<file path="src/rtl/pse_pkg.sv">
`default_nettype none
// ******************************************************************
// Register map of the port configuration and status bank.
// ******************************************************************
package pse_pkg;
    // Register offsets on the byte-wide register port.
    localparam logic [7:0] OFF_PORT_POWER_STATE = 8'h10;
    localparam logic [7:0] OFF_STRAP_PIN_STATE = 8'h11;
    localparam logic [7:0] OFF_PORT_OPERATING_MODE = 8'h12;
    localparam logic [7:0] OFF_UNPLUG_SENSE_ENABLE = 8'h13;
    localparam logic [7:0] OFF_PROBE_AND_CLASS_ENABLE = 8'h14;
    localparam logic [7:0] OFF_PRIORITY_AND_CUT_INHIBIT = 8'h15;
    localparam logic [7:0] OFF_PORT_TIMING_SELECT = 8'h16;
    localparam logic [7:0] OFF_GENERAL_CONTROL = 8'h17;
    localparam logic [7:0] OFF_RESTART_PROBE_CLASS_CMD = 8'h18;
    localparam logic [7:0] OFF_PORT_POWER_ONOFF_CMD = 8'h19;
    localparam logic [7:0] OFF_CLEAR_AND_RESET_CMD = 8'h1a;
    localparam logic [7:0] OFF_MAKER_AND_CHIP_IDENT = 8'h1b;
    localparam logic [7:0] OFF_AUTOCLASS_AND_LINK_CHECK = 8'h1c;
    localparam logic [7:0] OFF_RESERVED_1D = 8'h1d;
    localparam logic [7:0] OFF_TWO_PAIR_LIMIT_P1 = 8'h1e;
    localparam logic [7:0] OFF_TWO_PAIR_LIMIT_P2 = 8'h1f;
    localparam logic [7:0] OFF_TWO_PAIR_LIMIT_P3 = 8'h20;
    localparam logic [7:0] OFF_TWO_PAIR_LIMIT_P4 = 8'h21;
    localparam logic [7:0] OFF_LOGICAL_PORT_MAP = 8'h26;
    localparam logic [7:0] OFF_FINE_PRIORITY_P1_P2 = 8'h27;
    localparam logic [7:0] OFF_FINE_PRIORITY_P3_P4 = 8'h28;
    localparam logic [7:0] OFF_PAIR_POWER_BUDGET = 8'h29;
    localparam logic [7:0] OFF_FOUR_PAIR_LIMIT_P12 = 8'h2a;
    localparam logic [7:0] OFF_FOUR_PAIR_LIMIT_P34 = 8'h2b;
    localparam logic [7:0] OFF_DIE_TEMPERATURE = 8'h2c;
    localparam logic [7:0] OFF_FOUR_PAIR_FAULT_POLICY = 8'h2d;
    localparam logic [7:0] OFF_FIRST = 8'h10;
    localparam logic [7:0] OFF_LAST = 8'h2d;

    // Reset values.
    localparam logic [7:0] RST_ZERO = 8'h00;
    localparam logic [7:0] RST_UNPLUG_SENSE_ENABLE = 8'h0f;
    localparam logic [7:0] RST_GENERAL_CONTROL = 8'h80;
    localparam logic [7:0] RST_LIMIT = 8'hff;
    localparam logic [7:0] RST_LOGICAL_PORT_MAP = 8'he4;
    localparam logic [7:0] RST_FOUR_PAIR_FAULT_POLICY = 8'h0c;

    // Writable bit masks.
    localparam logic [7:0] MASK_ALL = 8'hff;
    localparam logic [7:0] MASK_NONE = 8'h00;
    localparam logic [7:0] MASK_LOW_NIBBLE = 8'h0f;
    localparam logic [7:0] MASK_GENERAL_CONTROL = 8'hdc;
    localparam logic [7:0] MASK_FINE_PRIORITY = 8'h77;

    // Bit positions inside the clear and reset command byte.
    localparam int CMD_WIPE_BIT = 7;
    localparam int CMD_CLEAR_PIN_BIT = 6;
    localparam int CMD_QUAD_BIT = 4;

    // Identification fields; the default values are arbitrary.
    localparam logic [3:0] DEF_MAKER_CODE = 4'h3;
    localparam logic [3:0] DEF_CHIP_CODE = 4'ha;
endpackage
`default_nettype wire

</file>
<file path="src/rtl/pse_cfg_regs.sv">
`default_nettype none
module pse_cfg_regs #(
    parameter logic [3:0] MAKER_CODE = pse_pkg::DEF_MAKER_CODE,
    parameter logic [3:0] CHIP_CODE = pse_pkg::DEF_CHIP_CODE
) (
    // Clock and reset.
    input wire logic mclk,
    input wire logic srst,
    // Register port from the serial interface engine.
    input wire logic [7:0] reg_addr,
    input wire logic reg_wr_en,
    input wire logic [7:0] reg_wr_data,
    input wire logic reg_rd_en,
    output logic [7:0] reg_rd_data,
    // State reported by the port controller core.
    input wire logic [3:0] power_good,
    input wire logic [3:0] power_on,
    input wire logic [3:0] addr_strap,
    input wire logic quad_strap,
    input wire logic [3:0] auto_power_class_seen,
    input wire logic [3:0] link_check_result,
    input wire logic [7:0] temp_sample,
    input wire logic temp_sample_valid,
    // Configuration towards the core.
    output logic [7:0] port_operating_mode,
    output logic [7:0] unplug_sense_enable,
    output logic [7:0] probe_and_class_enable,
    output logic [7:0] priority_and_cut_inhibit,
    output logic [7:0] port_timing_select,
    output logic [7:0] general_control,
    output logic [31:0] two_pair_limits,
    output logic [7:0] logical_port_map,
    output logic [7:0] fine_priority_p1_p2,
    output logic [7:0] fine_priority_p3_p4,
    output logic [7:0] pair_power_budget,
    output logic [7:0] four_pair_limit_p12,
    output logic [7:0] four_pair_limit_p34,
    output logic [7:0] four_pair_fault_policy,
    // One-cycle command pulses towards the core.
    output logic [3:0] restart_class,
    output logic [3:0] restart_probe,
    output logic [3:0] turn_off_cmd,
    output logic [3:0] turn_on_cmd,
    output logic wipe_all_irqs,
    output logic clear_irq_pin,
    output logic reset_quad,
    output logic [3:0] reset_port
);
    import pse_pkg::*;

    // ******************************************************************
    // Helper functions.
    // ******************************************************************

    // Bits of each offset that software may change; zero elsewhere.
    function automatic logic [7:0] write_mask(input logic [7:0] a);
        logic [7:0] m;
        m = MASK_NONE;
        unique case (a)
            OFF_UNPLUG_SENSE_ENABLE: m = MASK_LOW_NIBBLE;
            OFF_GENERAL_CONTROL: m = MASK_GENERAL_CONTROL;
            OFF_FINE_PRIORITY_P1_P2, OFF_FINE_PRIORITY_P3_P4: m = MASK_FINE_PRIORITY;
            OFF_PORT_OPERATING_MODE, OFF_PROBE_AND_CLASS_ENABLE, OFF_PRIORITY_AND_CUT_INHIBIT,
            OFF_PORT_TIMING_SELECT, OFF_TWO_PAIR_LIMIT_P1, OFF_TWO_PAIR_LIMIT_P2,
            OFF_TWO_PAIR_LIMIT_P3, OFF_TWO_PAIR_LIMIT_P4, OFF_LOGICAL_PORT_MAP,
            OFF_PAIR_POWER_BUDGET, OFF_FOUR_PAIR_LIMIT_P12, OFF_FOUR_PAIR_LIMIT_P34,
            OFF_FOUR_PAIR_FAULT_POLICY: m = MASK_ALL;
            default: m = MASK_NONE;
        endcase
        return m;
    endfunction

    // Reset value of each stored offset.
    function automatic logic [7:0] reset_value(input logic [7:0] a);
        logic [7:0] v;
        v = RST_ZERO;
        unique case (a)
            OFF_UNPLUG_SENSE_ENABLE: v = RST_UNPLUG_SENSE_ENABLE;
            OFF_GENERAL_CONTROL: v = RST_GENERAL_CONTROL;
            OFF_TWO_PAIR_LIMIT_P1, OFF_TWO_PAIR_LIMIT_P2, OFF_TWO_PAIR_LIMIT_P3,
            OFF_TWO_PAIR_LIMIT_P4, OFF_FOUR_PAIR_LIMIT_P12,
            OFF_FOUR_PAIR_LIMIT_P34: v = RST_LIMIT;
            OFF_LOGICAL_PORT_MAP: v = RST_LOGICAL_PORT_MAP;
            OFF_FOUR_PAIR_FAULT_POLICY: v = RST_FOUR_PAIR_FAULT_POLICY;
            default: v = RST_ZERO;
        endcase
        return v;
    endfunction

    // True for a host write to a given offset.
    function automatic logic wr_hit(input logic en, input logic [7:0] a, input logic [7:0] off);
        return en && (a == off);
    endfunction

    // ******************************************************************
    // Storage.
    // ******************************************************************

    logic [7:0] cfg [OFF_FIRST:OFF_LAST];
    logic [7:0] power_state;
    logic [7:0] strap_state;
    logic [7:0] class_check_state;
    logic [7:0] die_temperature;
    logic in_range;

    assign in_range = (reg_addr >= OFF_FIRST) && (reg_addr <= OFF_LAST);

    // Stored settings; only masked bits move, so read-only, reserved and
    // command offsets never change here and unused bits stay zero.
    always_ff @(posedge mclk) begin
        if (srst) begin
            for (int i = OFF_FIRST; i <= OFF_LAST; i++) begin
                cfg[i] <= reset_value(8'(i));
            end
        end else if (reg_wr_en && in_range) begin
            cfg[reg_addr] <= (cfg[reg_addr] & ~write_mask(reg_addr)) | (reg_wr_data & write_mask(reg_addr));
        end
    end

    // Configuration outputs are the stored bytes themselves.
    assign port_operating_mode = cfg[OFF_PORT_OPERATING_MODE];
    assign unplug_sense_enable = cfg[OFF_UNPLUG_SENSE_ENABLE];
    assign probe_and_class_enable = cfg[OFF_PROBE_AND_CLASS_ENABLE];
    assign priority_and_cut_inhibit = cfg[OFF_PRIORITY_AND_CUT_INHIBIT];
    assign port_timing_select = cfg[OFF_PORT_TIMING_SELECT];
    assign general_control = cfg[OFF_GENERAL_CONTROL];
    assign two_pair_limits = {cfg[OFF_TWO_PAIR_LIMIT_P4], cfg[OFF_TWO_PAIR_LIMIT_P3],
                              cfg[OFF_TWO_PAIR_LIMIT_P2], cfg[OFF_TWO_PAIR_LIMIT_P1]};
    assign logical_port_map = cfg[OFF_LOGICAL_PORT_MAP];
    assign fine_priority_p1_p2 = cfg[OFF_FINE_PRIORITY_P1_P2];
    assign fine_priority_p3_p4 = cfg[OFF_FINE_PRIORITY_P3_P4];
    assign pair_power_budget = cfg[OFF_PAIR_POWER_BUDGET];
    assign four_pair_limit_p12 = cfg[OFF_FOUR_PAIR_LIMIT_P12];
    assign four_pair_limit_p34 = cfg[OFF_FOUR_PAIR_LIMIT_P34];
    assign four_pair_fault_policy = cfg[OFF_FOUR_PAIR_FAULT_POLICY];

    // ******************************************************************
    // Status capture.
    // ******************************************************************

    // Status is registered so a read sees a stable, single-cycle-old view.
    always_ff @(posedge mclk) begin
        if (srst) begin
            power_state <= RST_ZERO;
            strap_state <= RST_ZERO;
            class_check_state <= RST_ZERO;
        end else begin
            power_state <= {power_good, power_on};
            strap_state <= {1'b0, addr_strap, quad_strap, 2'b00};
            class_check_state <= {auto_power_class_seen, link_check_result};
        end
    end

    // The temperature holds the last completed measurement; it reads zero
    // until the first one, which software must treat as not yet valid.
    always_ff @(posedge mclk) begin
        if (srst) begin
            die_temperature <= RST_ZERO;
        end else if (temp_sample_valid) begin
            die_temperature <= temp_sample;
        end
    end

    // ******************************************************************
    // Command pulses.
    // ******************************************************************

    // Each one written acts exactly once; nothing is stored, so a repeat
    // of the same command needs a fresh write.
    always_ff @(posedge mclk) begin
        if (srst) begin
            restart_class <= '0;
            restart_probe <= '0;
            turn_off_cmd <= '0;
            turn_on_cmd <= '0;
            wipe_all_irqs <= 1'b0;
            clear_irq_pin <= 1'b0;
            reset_quad <= 1'b0;
            reset_port <= '0;
        end else begin
            if (wr_hit(reg_wr_en, reg_addr, OFF_RESTART_PROBE_CLASS_CMD)) begin
                {restart_class, restart_probe} <= reg_wr_data;
            end else begin
                {restart_class, restart_probe} <= '0;
            end
            if (wr_hit(reg_wr_en, reg_addr, OFF_PORT_POWER_ONOFF_CMD)) begin
                {turn_off_cmd, turn_on_cmd} <= reg_wr_data;
            end else begin
                {turn_off_cmd, turn_on_cmd} <= '0;
            end
            if (wr_hit(reg_wr_en, reg_addr, OFF_CLEAR_AND_RESET_CMD)) begin
                wipe_all_irqs <= reg_wr_data[CMD_WIPE_BIT];
                clear_irq_pin <= reg_wr_data[CMD_CLEAR_PIN_BIT];
                reset_quad <= reg_wr_data[CMD_QUAD_BIT];
                reset_port <= 4'(reg_wr_data);
            end else begin
                wipe_all_irqs <= 1'b0;
                clear_irq_pin <= 1'b0;
                reset_quad <= 1'b0;
                reset_port <= '0;
            end
        end
    end

    // ******************************************************************
    // Read path.
    // ******************************************************************

    // Read data is registered one cycle after the strobe and then held.
    always_ff @(posedge mclk) begin
        if (srst) begin
            reg_rd_data <= RST_ZERO;
        end else if (reg_rd_en) begin
            unique case (reg_addr)
                OFF_PORT_POWER_STATE: reg_rd_data <= power_state;
                OFF_STRAP_PIN_STATE: reg_rd_data <= strap_state;
                OFF_MAKER_AND_CHIP_IDENT: reg_rd_data <= {MAKER_CODE, CHIP_CODE};
                OFF_AUTOCLASS_AND_LINK_CHECK: reg_rd_data <= class_check_state;
                OFF_DIE_TEMPERATURE: reg_rd_data <= die_temperature;
                default: begin
                    // Commands, reserved and unmapped offsets hold zero masks
                    // and zero contents, so they read zero.
                    if (in_range && (write_mask(reg_addr) != MASK_NONE)) begin
                        reg_rd_data <= cfg[reg_addr];
                    end else begin
                        reg_rd_data <= RST_ZERO;
                    end
                end
            endcase
        end
    end
endmodule
`default_nettype wire

</file>
<file path="config.mk">
export PLATFORM = sky130hd
export DESIGN_NAME = pse_cfg_regs
export DESIGN_NICKNAME = d
export VERILOG_FILES = /design/src/rtl/pse_pkg.sv /design/src/rtl/pse_cfg_regs.sv
export SDC_FILE = /design/constraint.sdc
export NUM_CORES = 1
export LEC_CHECK = 0
export BUFFER_PORTS_ARGS = -buffer_cell sky130_fd_sc_hd__buf_2
export CAP_MARGIN = 20
export CORE_MARGIN = 2
export CORE_UTILIZATION = 51
export DETAILED_ROUTE_END_ITERATION = 8
export MAX_ROUTING_LAYER = met4
export PLACE_DENSITY_LB_ADDON = 0.12
export SLEW_MARGIN = 10
export SYNTH_ARGS = -nofsm -noshare
export SYNTH_HDL_FRONTEND = slang
export SYNTH_SLANG_ARGS = --single-unit
</file>
<file path="constraint.sdc">
create_clock -name mclk -period 3.59 [get_ports mclk]
set_clock_uncertainty 0.15 [all_clocks]
set_input_delay 0.718 -clock mclk [delete_from_list [all_inputs] [get_ports mclk]]
set_output_delay 0.718 -clock mclk [all_outputs]
set_load 0.02 [all_outputs]
</file>
======== Word level (Yosys, flattened, before mapping) ========
Memory sizes are Yosys's and may differ from the RTL's.
Index checks and enable logic that the tools add are counted.
storage, ports and cells
  register bits after elaboration ......... 63
  bits in writable memories ............... 240
  ROM bits ................................ 1,536
  input bits .............................. 50
  memories kept ........................... 4
cells by class
  order comparisons ....................... 2
  equal/unequal tests ..................... 8
  multiplexer cells ....................... 26
  bitwise logic cells ..................... 7
  reductions and logical operators ........ 13
memory list
  name              words  bits a word  rd ports  clocked after Yosys merged registers in  write ports  line                text
  (name not given)  64     8            1         0                                        0            pse_cfg_regs.sv:59  unique case (a)
  (name not given)  64     8            1         0                                        0            pse_cfg_regs.sv:59
  (name not given)  64     8            1         0                                        0            pse_cfg_regs.sv:59
  cfg               30     8            18        0                                        30           pse_cfg_regs.sv:99  logic [7:0] cfg [OFF_FIRST:OFF_LAST];
operators with widths
  cell                                                                                 count
  8-bit 2-to-1 mux                                                                     18
  8-bit by 5-bit == test with 1-bit output, second input constant                      7
  8-bit one-hot mux with 5 select lines                                                1
  8-bit bitwise AND                                                                    2
  8-bit by 6-bit == test with 1-bit output, second input constant                      1
  8-bit by 5-bit greater-or-equal comparator with 1-bit output, second input constant  1
  8-bit by 6-bit <= comparator with 1-bit output, second input constant                1
  8-bit NOT                                                                            1
  8-bit bitwise OR                                                                     1
  8-bit nonzero test                                                                   1
  8-bit OR reduction                                                                   1
  1-bit logical AND                                                                    6
  1-bit 2-to-1 mux                                                                     6
  6-bit 2-to-1 mux                                                                     1
  2-bit OR reduction                                                                   3
  5-bit OR reduction                                                                   1
  1-bit NOT                                                                            3
  2-bit zero test                                                                      1

======== Logic depth before layout (Yosys ltp) ========
Gate-level depths: netlist of run 1.
  depth after elaboration ................. 9
  gate-level depth with buffers ........... 12

======== Least setup slack after synthesis of run 1 ========
Ideal clock, no wire load.
  kind .................................... input-to-reg
  start point ............................. input port reg_addr[1]
  end point ............................... memory cfg[43][6], data pin
  setup time .............................. 262 ps
  arrival time ............................ 3,443 ps
  data required time ...................... 3,178 ps
  slack ................................... -265 ps
  stages .................................. 12
  path buffers ............................ 4
  cells stage by stage .................... buf_2 -> buf_4 -> buf_2 -> clkinv_1 -> ha_1 -> nor2b_1 -> a311o_1 -> or2_2 -> a21oi_1 -> mux2i_2 -> buf_6 -> nand2_1
RTL lines
  what             line                text
  start, declared  pse_cfg_regs.sv:10  input wire logic [7:0] reg_addr,
  end, declared    pse_cfg_regs.sv:99

==> impl_summary.log, run 1 <==
INFO  metric cts.sink_count = 316
INFO  metric antenna_violations_before_repair = 1
INFO  metric final.min_clock_period = around 3.0 ns
INFO  metric fin_hold_ws = 0.212 ns
INFO  metric maxCapViolations = 0
INFO  metric grt.total_usage = 28.5%
INFO  metric setup-violations-final = 0
INFO  metric max_stage_delay = 0.37 ns
INFO  metric syn_area_per_cell = 13.0 µm²
INFO  metric grt_start_max_net_pins = 68
INFO  metric synth_enable_flop_cells = 256
INFO  metric worst_setup_path_startpoint = reg_addr[1]
INFO  metric maxSlewHeadroom = 54.1%
INFO  metric worst_ep_required_time = between 3 and 4 ns
INFO  metric clock_path_buffers = 3
INFO  metric post-route-period-util = 82.7%
INFO  metric p_per_area = 481 nW/µm²
INFO  metric cts_repair_resize_count = 0
INFO  metric gp_congestion = 0.880
INFO  metric path_class = primary input to flip-flop
INFO  metric die_area = 28600 µm²
INFO  metric synth_area = 13900 µm²
INFO  metric fin_nets = around 1400
INFO  metric synth.lib_cells_used.distinct = 63
INFO  metric fin_ws = 0.621 ns
INFO  metric postLayoutCellArea = about 17000 µm²
INFO  metric clkLatencyLatePin = 0.56 ns
INFO  metric start_util = 51.7%
INFO  metric viasPerCell = approximately 5.8
INFO  metric tritoncts = built
INFO  metric num_vias = ~9800
INFO  metric grt_first_pass_wirelength = 58.3 mm
INFO  metric synth-seq-cells = 316
INFO  metric power.static_leakage = 6.54 nW
INFO  metric die_height = 169 µm
INFO  metric n_fill_cell = 2137
INFO  metric area.growth.synth_to_final = 21.6%
INFO  metric critical_path_cell_by_cell = buf_4 -> buf_12 -> ha_1 -> nand2b_1 -> o311ai_0 -> nand2b_1 -> a21oi_1 -> mux2i_4 -> buf_12 -> nand2_1
INFO  metric synth_top_family_by_area = simple AND/OR/NAND/NOR gates
INFO  metric most_common_library_cell_in_the_layout_ignoring_fill_and_taps = sky130_fd_sc_hd__edfxtp_1
INFO  metric start_of_the_worst_register_to_register_path = cfg[23][2]
INFO  metric timing.critical_path.fanout_max = between 40 and 50
INFO  metric hold_class = primary input to flip-flop
INFO  metric floorplan.io_pins = between 200 and 250
INFO  metric worstPathArrival = just over 3 ns
INFO  metric synth-warning-count = 0
INFO  metric detail_route.iter0.violations = 1106
INFO  metric synth_compound_gate_area_share = 5.08%
INFO  metric postSynth.asyncResetShare = 0%
INFO  metric holdCritStartpoint = power_good[0]
INFO  metric synth-seq-area-share = 64.0%
INFO  metric placed_area = 15900 µm²
INFO  metric clk_root_buffer_cell = sky130_fd_sc_hd__clkbuf_16
INFO  metric drt_total_wl = 39.9 mm
INFO  metric mappedNetlistNets = 1123
INFO  metric dp_worst_slack = 0.114 ns
INFO  metric cts_hold_buffers = 0
INFO  metric ant_nets = 0
INFO  metric worst_setup_hold_path_clk_slew = roughly 0.060 ns
INFO  metric floorplan.rows = 60
INFO  metric setup_repair_after_global_routing_missed_its_margin = no
INFO  metric placedCellCount = 1637
INFO  metric outcome = finished, final reports clean
INFO  metric dominantRegCellSynth = sky130_fd_sc_hd__edfxtp_1
INFO  metric post_route_cells_drive_above_1_share = 31.9%
INFO  metric adder_and_majority_gate_portion_of_the_synthesized_area = 0.450%
INFO  metric crit_slowest_cell = sky130_fd_sc_hd__mux2i_4
INFO  metric place.detailed.hpwl = 28.7 mm
INFO  metric fp.dieW = 169 µm
INFO  metric postcts_setup_bufs = 0
INFO  metric synthMuxAreaShare = 11.9%
INFO  metric final-instance-count-excl-fill = 1696
INFO  metric critPathLaunchType = primary input
INFO  metric finalMaxSlewViolations = 0
INFO  metric ctsHtreeMaxLevel = 1
INFO  metric grt_pass1_vias = 9486
INFO  metric detailedRoute.firstPassIterationCount = 5
INFO  metric worstMarginPinSlew = 0.689 ns
INFO  metric floorplan.core_area = 26900 µm²
INFO  metric synthesis.instances = 1068
INFO  metric global_route.overflow_total = 0
INFO  metric cts_made_buffers = 31
INFO  metric timing_hold_violations_final = 0
INFO  metric fin_setup_tns = 0 ns
INFO  metric vdd.ir_drop.worst = 317 µV
INFO  metric buffer_ports.inserted = 216
INFO  metric detail_route.wl_per_cell = between 20 and 25 µm
INFO  metric synth-xor-area-share = 0.0630%
INFO  metric fmax = 0.337 GHz
INFO  metric kind_of_capture_point_of_the_worst_setup_path = flip-flop
INFO  metric mostFrequentLayoutCells = 256 x sky130_fd_sc_hd__edfxtp_1, 214 x sky130_fd_sc_hd__buf_2, 209 x sky130_fd_sc_hd__nor2_1
INFO  metric yosys.area_share.simple = 15.0%
INFO  metric drcViolationCount = 0
-- state kept, by name, indices dropped and copies added (netlist names), 5 cells and up --
register,count
cfg,256
class_check_state,8
die_temperature,8
power_state,8
reg_rd_data,8
strap_state,5
-- metrics by stage --
step	power, W	utilization (%)
finish	0.00812	62.8
global route	0.00835	62.8
CTS	0.00814	62.8
detailed placement	0.00509	59.2
global placement	0.00509	59.2
floorplan	0.00468	-
-- cells by family after synthesis --
group,Yosys count
XOR/XNOR,1
AND/OR/NAND/NOR,452
flip-flops,316
buffers and inverters,91
AO/OA/AOI/OAI,94
adder cells (fa/ha/maj),5
multiplexers,109
-- Yosys cell counts, types with 3 or more instances --
master	n	share of area, %
sky130_fd_sc_hd__ha_1	5	0.45
sky130_fd_sc_hd__buf_2	34	1.2
sky130_fd_sc_hd__nand4_1	3	0.14
sky130_fd_sc_hd__buf_6	11	0.89
sky130_fd_sc_hd__nand3b_1	3	0.16
sky130_fd_sc_hd__mux4_2	44	7.1
sky130_fd_sc_hd__edfxtp_1	256	55
sky130_fd_sc_hd__a21o_1	3	0.16
sky130_fd_sc_hd__inv_1	7	0.19
sky130_fd_sc_hd__and3_1	10	0.45
sky130_fd_sc_hd__nand2b_1	28	1.3
sky130_fd_sc_hd__buf_4	4	0.22
sky130_fd_sc_hd__a211o_1	5	0.32
sky130_fd_sc_hd__mux2i_1	59	4.3
sky130_fd_sc_hd__mux2i_2	3	0.30
sky130_fd_sc_hd__or2_2	10	0.45
sky130_fd_sc_hd__dfxtp_1	60	8.6
sky130_fd_sc_hd__clkbuf_1	26	0.70
sky130_fd_sc_hd__and2_1	26	1.2
sky130_fd_sc_hd__a21oi_1	14	0.50
sky130_fd_sc_hd__inv_2	3	0.081
sky130_fd_sc_hd__nor2_1	209	5.6
sky130_fd_sc_hd__a22oi_1	11	0.59
sky130_fd_sc_hd__mux2_2	3	0.24
sky130_fd_sc_hd__nand3_1	15	0.54
sky130_fd_sc_hd__o221ai_1	6	0.38
sky130_fd_sc_hd__o21ai_0	4	0.14
sky130_fd_sc_hd__nor2b_1	29	1.3
sky130_fd_sc_hd__clkinv_1	3	0.081
sky130_fd_sc_hd__o22ai_1	18	0.81
sky130_fd_sc_hd__nor3_1	14	0.50
sky130_fd_sc_hd__nand2_1	93	2.5
sky130_fd_sc_hd__a221oi_1	5	0.32
sky130_fd_sc_hd__a211oi_1	5	0.27
sky130_fd_sc_hd__o22a_1	3	0.19
-- power breakdown --
group          leakage, nW  switching [W]  internal, W  total [W]
Sequential            2.92      0.0000416      0.00405    0.00409
Clock                0.496        0.00135      0.00175    0.00310
Combinational         3.13       0.000588     0.000347   0.000935
-- per-layer routing --
metal | global-route usage [%] | up-vias | routed length [µm]
met5 | - | - | 0
met4 | 7.77 | 0 | 1000
met3 | 5.21 | 72 | 3420
met2 | 44.5 | 478 | 19200
met1 | 38.9 | 4889 | 16200
li1 | - | 4405 | -
-- path summary, 6_finish.rpt --
path | endpoint | slack, ns | depth (start not counted)
max | cfg[32][7] | 0.62 | 10
min | power_state[4] | 0.21 | 2
max reg2reg | cfg[24][2] | 1.01 | 7
min reg2reg | reg_rd_data[1] | 0.33 | 2
-- worst max-delay path: cells and delay by family --
| kind | cells | cell delay (ns) |
|---|---|---|
| compound gates | 2 | 0.52 |
| fa+ha+maj | 1 | 0.25 |
| buf+inv | 3 | 0.71 |
| mux | 1 | 0.37 |
| simple gates | 3 | 0.53 |
-- cell type report --
class	instances	area, µm²	area share [%]
flip-flops and latches	316	8890	52.6
diodes	2	5.00	0.0296
inverters	13	50.0	0.296
clock buffers	38	853	5.05
repair buffers	306	1950	11.5
clock inverters	19	118	0.696
multi-input cells	661	4600	27.2
well taps	341	427	2.53
No activity file was read; power rests on OpenSTA's default activity.
==> run 2, diff against run 1 <==
CORE_UTILIZATION = 55   (was 51)
clock period = 2.9 ns   (was 3.59 ns; I/O delays follow)
==> run 2 against run 1 <==
Clock power is 35% higher. Core utilization is 7.2 points higher. Non-clock buffer count is 60 higher. Sequential share of layout area is 1.8 points lower. Global-route usage is 3.3 points higher. Sequential power is 24% higher. Critical path depth stayed put. Via count is 4.5% higher. Final area is 3.6% higher. Total power is 29% higher. Die area is 7.1% lower. Register-to-register slack worse by 0.81 ns. Critical endpoint is now cfg[31][0].
==> impl_summary.log, run 2 (synthesis gave the netlist of run 1 again) <==
INFO  metric clk_root_buffer_cell = sky130_fd_sc_hd__clkbuf_16
INFO  metric worst_setup_hold_path_clk_slew = 0.06 ns (about the same)
INFO  metric p_sw_share = 24.0% (-0.42 points)
INFO  metric worstPathArrival = 2.82 ns (-0.29 ns)
INFO  metric ant_nets = 0 (unchanged)
INFO  metric finalMaxSlewViolations = 0 (unchanged)
INFO  metric die_area = 26500 µm² (-7.1%)
INFO  metric maxCapViolations = 0 (unchanged)
INFO  metric viasPerCell = 5.89 (+1.4%)
INFO  metric hold_path_depth = 2 (unchanged)
INFO  metric power.share.combinational = 11.8% (+0.3 points)
INFO  metric maxSlewHeadroom = 53.8% (-0.22 points)
INFO  metric kind_of_capture_point_of_the_worst_setup_path = flip-flop
INFO  metric largest_register_ff_count = 256 (unchanged)
INFO  metric path_class = primary input to flip-flop
INFO  metric timing_hold_violations_final = 0 (unchanged)
INFO  metric dp_worst_slack = -0.289 ns (-0.403 ns)
INFO  metric reg2reg_slack = 0.20 ns (-0.81 ns)
INFO  metric cts_repair_resize_count = 0 (unchanged)
INFO  metric fin_nets = 1447 (+4.6%)
INFO  metric grt_start_max_net_pins = 68 (unchanged)
INFO  metric antenna_violations_before_repair = 0 (-1)
INFO  metric floorplan.core_area = 25000 µm² (-7.1%)
INFO  metric worst_ep_required_time = 3.00 ns (-0.74 ns)
INFO  metric critPathLaunchType = primary input
INFO  metric antenna_cells_inserted = 0 (-2)
INFO  metric cts.sink_count = 316 (unchanged)
INFO  metric ctsHtreeMaxLevel = 2 (+1)
INFO  metric place.detailed.hpwl = 29.6 mm (+3.4%)
INFO  metric most_common_library_cell_in_the_layout_ignoring_fill_and_taps = sky130_fd_sc_hd__edfxtp_1
INFO  metric drcViolationCount = 0 (unchanged)
INFO  metric clock_power_share = 39.8% (+1.7 points)
INFO  metric fmax = 0.367 GHz
INFO  metric setup-violations-final = 0 (unchanged)
INFO  metric buffer_ports.inserted = 216 (unchanged)
INFO  metric worstMarginPinSlew = 0.693 ns (+0.00336 ns)
INFO  metric postcts_setup_bufs = 0 (unchanged)
INFO  metric mostFrequentLayoutCells = 256 x sky130_fd_sc_hd__edfxtp_1, 214 x sky130_fd_sc_hd__buf_2, 209 x sky130_fd_sc_hd__nor2_1
INFO  metric critical_path_cell_by_cell = buf_4 -> buf_12 -> mux2i_1 -> o22ai_1 -> buf_4 -> or3_1 -> o22ai_1 -> o31a_1 -> buf_4 -> nand2_1
INFO  metric max_stage_delay = 0.39 ns (+0.02 ns)
INFO  metric floorplan.io_pins = 217 (unchanged)
INFO  metric setup_repair_after_global_routing_missed_its_margin = no
INFO  metric start_of_the_worst_register_to_register_path = cfg[23][2]
INFO  metric timing.critical_path.max_delay_family = buffers and inverters
INFO  metric vdd.ir_drop.worst = 566 µV (+78%)
INFO  metric gp_congestion = 0.935 (+6.2%)
INFO  metric final.min_clock_period = 2.72 ns
INFO  metric detail_route.iter0.violations = 1235 (+12%)
INFO  metric cts_hold_buffers = 0 (unchanged)
INFO  metric critical_register_to_register_path_endpoint = cfg[32][2]
INFO  metric drt_total_wl = 40.7 mm (+2.1%)
INFO  metric power.static_leakage = 6.84 nW (+4.6%)
INFO  metric n_fill_cell = 1800 (-16%)
INFO  metric fin_ws = 0.176 ns (-0.446 ns)
INFO  metric p_per_area = 599 nW/µm² (+25%)
INFO  metric holdCritStartpoint = link_check_result[2]
INFO  metric cts_made_buffers = 34 (+9.7%)
INFO  metric clock_path_buffers = 3 (unchanged)
INFO  metric grt_first_pass_wirelength = 60.5 mm (+3.8%)
INFO  metric crit_path_frequent_cell = sky130_fd_sc_hd__buf_4
INFO  metric fp.dieW = 163 µm (-3.6%)
INFO  metric share_seq_of_total_power = 48.3% (-2.0 points)
INFO  metric worstPathBufferInverterCount = 4 (+1)
INFO  metric post-route-period-util = between 90% and 100%
INFO  metric whs_endpoint = class_check_state[2]
INFO  metric crit_slowest_cell = sky130_fd_sc_hd__mux2i_1
INFO  metric post-route-util = 70.1% (+7.2 points)
INFO  metric ff2ff_path_depth = 7 (unchanged)
INFO  metric area.growth.synth_to_final = 25.9%
INFO  metric detail_route.wl_per_cell = 23.3 µm (-0.91%)
INFO  metric detailedRoute.firstPassIterationCount = 5 (unchanged)
INFO  metric die_height = 163 µm (-3.6%)
INFO  metric grt_pass1_vias = 9912 (+4.5%)
INFO  metric global_route.overflow_total = 0 (unchanged)
INFO  metric total_power = 0.0105 W (+29%)
INFO  metric grt.total_usage = 31.7% (+3.3 points)
INFO  metric outcome = finished, final reports clean
INFO  metric hold_class = primary input to flip-flop
INFO  metric num_vias = 10284 (+4.5%)
INFO  metric start_util = 55.6% (+4.0 points)
INFO  metric post_route_cells_drive_above_1_share = 34.9% (+3.1 points)
INFO  metric p_sw = 0.00251 W (+27%)
INFO  metric floorplan.rows = 58 (-3.3%)
INFO  metric fin_hold_ws = 0.138 ns (-0.0742 ns)
INFO  metric tritoncts = built
INFO  metric regMostFlops = cfg
INFO  metric intPower = 0.00797 W (+30%)
INFO  metric timing.critical_path.fanout_max = 12 (-73%)
INFO  metric clkLatencyLatePin = 0.52 ns (-0.04 ns)
==> run 2: cell types whose count changed in the layout (fill, tap and decap cells not counted), sizes merged <==
cell / before / now
clkinv: 16 / 22
inv: 15 / 11
diode: 2 / 0
buf: 306 / 366
bufinv: 1 / 3
==> run 2: power by group through the flow <==
stage                     clock, W  sequential [W]  combinational, W
after global placement           0         0.00516           0.00122
after global routing       0.00439         0.00507           0.00130
after CTS                  0.00421         0.00506           0.00123
final                      0.00418         0.00506           0.00124
after floorplan                  0         0.00520          0.000622
after detailed placement         0         0.00516           0.00123
==> run 2: stage by stage <==
step                TNS, ns  cell area [µm²]  cells
floorplan            -13.79            14000   1068
global placement     -46.58            16400   1686
detailed placement   -53.65            16400   1686
CTS                       0            17500   1747
global route              0            17500   1747
finish                    0            17500   1747
==> run 2: per-layer routing <==
metal  global-route usage [%]  wire length [µm]  vias up
met2                     49.3             19700      565
met5                        -                 0        -
li1                         -                 -     4526
met1                     44.1             16400     5112
met4                     8.89              1050        0
met3                     4.97              3600       81
==> run 2: layout make-up <==
cell class                 instances  area [µm²]  share of cell area (%)
timing repair buffer             366        2440                    13.9
inverter                          13        62.6                   0.358
sequential                       316        8890                    50.8
clock inverter                    23         183                    1.04
tap                              330         413                    2.36
multi-input combinational        661        4630                    26.4
clock buffer                      38         887                    5.07
==> run 2: worst max-delay path by stage <==
stage / from / to / slack, ns / depth (start not counted)
finish: reg_addr[1] / cfg[31][0] / 0.18 / 10
CTS: cfg[23][2] / cfg[45][2] / 0.23 / 7
detailed placement: reg_addr[1] / cfg[42][0] / -0.29 / 10
floorplan: reg_addr[1] / cfg[43][4] / -0.15 / 12
global route: reg_addr[0] / reg_rd_data[4] / 0.03 / 11
global placement: reg_addr[1] / cfg[33][0] / -0.24 / 10
==> run 3, diff against run 2 <==
CELL_PAD_IN_SITES_DETAIL_PLACEMENT = 2   (was default)
CELL_PAD_IN_SITES_GLOBAL_PLACEMENT = 2   (was default)
CORE_UTILIZATION = 39   (was 55)
==> run 3 against run 2 <==
Total power is 2.4% higher. Core utilization is 19 points lower. Clock power is 3% higher. Setup slack worse by 0.10 ns. First-iteration DRC count is 31% lower. Sequential share of layout area is 1.4 points lower. Sequential power hardly changed. Critical path type unchanged. Largest power group unchanged.
==> impl_summary.log, run 3 (synthesis gave the netlist of run 1 again) <==
INFO  metric fmax = 0.354 GHz (-3.7%)
INFO  metric ant_nets = 0 (unchanged)
INFO  metric wirelength_met1 = 21.6 mm (+32%)
INFO  metric num_vias = 10563 (+2.7%)
INFO  metric cts_repair_resize_count = 0 (unchanged)
INFO  metric cts_hold_buffers = 0 (unchanged)
INFO  metric floorplan.core_area = 35300 µm² (+41%)
INFO  metric mostFrequentLayoutCells = 256 x sky130_fd_sc_hd__edfxtp_1, 214 x sky130_fd_sc_hd__buf_2, 209 x sky130_fd_sc_hd__nor2_1
INFO  metric critical_path_cell_by_cell = buf_4 -> buf_12 -> mux2i_1 -> buf_4 -> o22ai_1 -> or3_1 -> o22ai_1 -> o31a_1 -> buf_12 -> nor2_1
INFO  metric global_route.overflow_total = 0 (unchanged)
INFO  metric regMostFlops = cfg
INFO  metric setup-violations-final = 0 (unchanged)
INFO  metric most_common_library_cell_in_the_layout_ignoring_fill_and_taps = sky130_fd_sc_hd__edfxtp_1
INFO  metric grt.total_usage = 29.5% (-2.2 points)
INFO  metric cts.sink_count = 316 (unchanged)
INFO  metric maxSlewHeadroom = 49.3% (-4.6 points)
INFO  metric worst_setup_hold_path_clk_slew = 0.06 ns (about the same)
INFO  metric buffer_ports.inserted = 216 (unchanged)
INFO  metric post-route-period-util = 97.5% (+3.6 points)
INFO  metric clk_root_buffer_cell = sky130_fd_sc_hd__clkbuf_16
INFO  metric worstPathBufferInverterCount = 4 (unchanged)
INFO  metric clock_power_share = 40.1% (+0.3 points)
INFO  metric die_area = 37100 µm² (+40%)
INFO  metric drcViolationCount = 0 (unchanged)
INFO  metric setup_repair_after_global_routing_missed_its_margin = no
INFO  metric ctsHtreeMaxLevel = 2 (unchanged)
INFO  metric gp_congestion = 0.848 (-9.3%)
INFO  metric intPower = 0.00795 W (-0.27%)
INFO  metric tritoncts = built
INFO  metric final-instance-count-excl-fill = 1911 (+9.4%)
INFO  metric fin_setup_tns = 0 ns (unchanged)
INFO  metric clock_path_buffers = 3 (unchanged)
INFO  metric power.static_leakage = 7.02 nW (+2.6%)
INFO  metric fp.dieW = 193 µm (+18%)
INFO  metric critPathLaunchType = primary input
INFO  metric drt_total_wl = 52.7 mm (+29%)
INFO  metric final.min_clock_period = 2.83 ns (+0.104 ns)
INFO  metric start_util = 39.3% (-16 points)
INFO  metric path_class = primary input to flip-flop
INFO  metric wl_met2 = 26.1 mm (+33%)
INFO  metric antenna_violations_before_repair = 1 (+1)
INFO  metric post_route_cells_drive_above_1_share = 36.2% (+1.2 points)
INFO  metric timing_hold_violations_final = 0 (unchanged)
INFO  metric share_seq_of_total_power = 47.3% (-1.0 points)
INFO  metric vdd.ir_drop.worst = 477 µV (-16%)
INFO  metric worstPathArrival = 2.96 ns (+0.14 ns)
INFO  metric detailroute.wirelength.met3 = 3.16 mm (-12%)
INFO  metric clkLatencyLatePin = 0.54 ns (+0.02 ns)
INFO  metric kind_of_capture_point_of_the_worst_setup_path = flip-flop
INFO  metric worstMarginPinSlew = 0.761 ns (+0.0685 ns)
INFO  metric maxCapViolations = 0 (unchanged)
INFO  metric maxUsedRoutingLayer = met4
INFO  metric postcts_setup_bufs = 0 (unchanged)
INFO  metric hold_class = primary input to flip-flop
INFO  metric p_per_area = 597 nW/µm² (-0.40%)
INFO  metric floorplan.io_pins = 217 (unchanged)
INFO  metric total_power = 0.0107 W (+2.4%)
INFO  metric detailedRoute.firstPassIterationCount = 5 (unchanged)
INFO  metric placedCellCount = 1847 (+9.5%)
INFO  metric grt_first_pass_wirelength = 77.0 mm (+27%)
INFO  metric viasPerCell = 5.53 (-6.1%)
INFO  metric n_fill_cell = 3459 (+92%)
INFO  metric area.growth.synth_to_final = 29.5%
INFO  metric p_sw = 0.00278 W (+11%)
INFO  metric grt_pass1_vias = 11345 (+14%)
INFO  metric worst_ep_required_time = 3.03 ns (+0.03 ns)
INFO  metric outcome = finished, final reports clean
INFO  metric crit_slowest_cell = sky130_fd_sc_hd__or3_1
INFO  metric timing.critical_path.fanout_max = 24 (+12)
INFO  metric die_height = 193 µm (+18%)
INFO  metric finalMaxSlewViolations = 0 (unchanged)
INFO  metric p_sw_share = 25.9% (+2.0 points)
INFO  metric floorplan.rows = 69 (+19%)
INFO  metric detail_route.wl_per_cell = 27.6 µm (+18%)
INFO  metric detail_route.iter0.violations = 857 (-31%)
INFO  metric power.share.combinational = 12.6% (+0.8 points)
INFO  metric cts_made_buffers = 37 (+8.8%)
INFO  metric grt_start_max_net_pins = 68 (unchanged)
INFO  metric max_stage_delay = 0.43 ns (+0.04 ns)
INFO  metric fin_nets = 1480 (+2.3%)
INFO  metric place.detailed.hpwl = 39.0 mm (+32%)
INFO  metric timing.critical_path.max_delay_family = buffers and inverters
INFO  metric largest_register_ff_count = 256 (unchanged)
## run 3: cell types whose count changed in the layout (fill, tap and decap cells not counted), moves of 2 or more
cell,previous run,this run
sky130_fd_sc_hd__buf_4,134,156
sky130_fd_sc_hd__clkbuf_1,3,16
sky130_fd_sc_hd__clkinv_1,13,3
sky130_fd_sc_hd__buf_12,18,26
sky130_fd_sc_hd__clkinv_2,7,3
sky130_fd_sc_hd__bufinv_16,3,0
sky130_fd_sc_hd__clkbuf_16,35,37
sky130_fd_sc_hd__clkinv_8,1,3
## run 3: per-layer routing
layer / GRT usage, % / vias up
met1: 37.1 / 5484
met4: 10.4 / 0
met3: 4.93 / 95
met5: - / -
li1: - / 4597
met2: 48.4 / 387
## run 3: metrics by stage
step	setup slack [ns]	util, %	instance area, µm²	hold slack [ns]
after floorplan	-0.148	-	14000	0.311
after global placement	-0.343	47.9	16900	0.322
after detailed placement	-0.404	47.9	16900	0.330
after CTS	0.108	50.9	18000	0.0941
after global routing	0.0356	50.9	18000	0.111
final	0.0720	50.9	18000	0.113
## run 3: path summary, 6_finish.rpt
| check | from | end | cells after the start | slack, ns |
|---|---|---|---|---|
| worst max-delay path | reg_addr[1] | cfg[26][0] | 10 | 0.07 |
| worst min-delay path | power_good[0] | power_state[4] | 2 | 0.11 |
| worst max register to register | cfg[22][0] | cfg[26][0] | 8 | 0.18 |
| worst min register to register | reg_rd_data[1] | reg_rd_data[1] | 2 | 0.33 |
## run 3: final cells by class
cell class                 instances  area, µm²  area share, %
multi-input combinational        661       4620           25.7
clock inverter                     9       78.8          0.438
timing repair buffer             396       2760           15.4
antenna                            1       2.50         0.0139
inverter                          13       62.6          0.348
sequential                       316       8890           49.4
tap                              461        577           3.21
clock buffer                      54       1000           5.56
## run 3: power by group through the flow
stage	sequential, W	clock (W)	combinational [W]
floorplan	0.00520	0	0.000622
detailed placement	0.00517	0	0.00134
global route	0.00508	0.00454	0.00142
CTS	0.00507	0.00437	0.00136
global placement	0.00516	0	0.00130
finish	0.00507	0.00431	0.00136
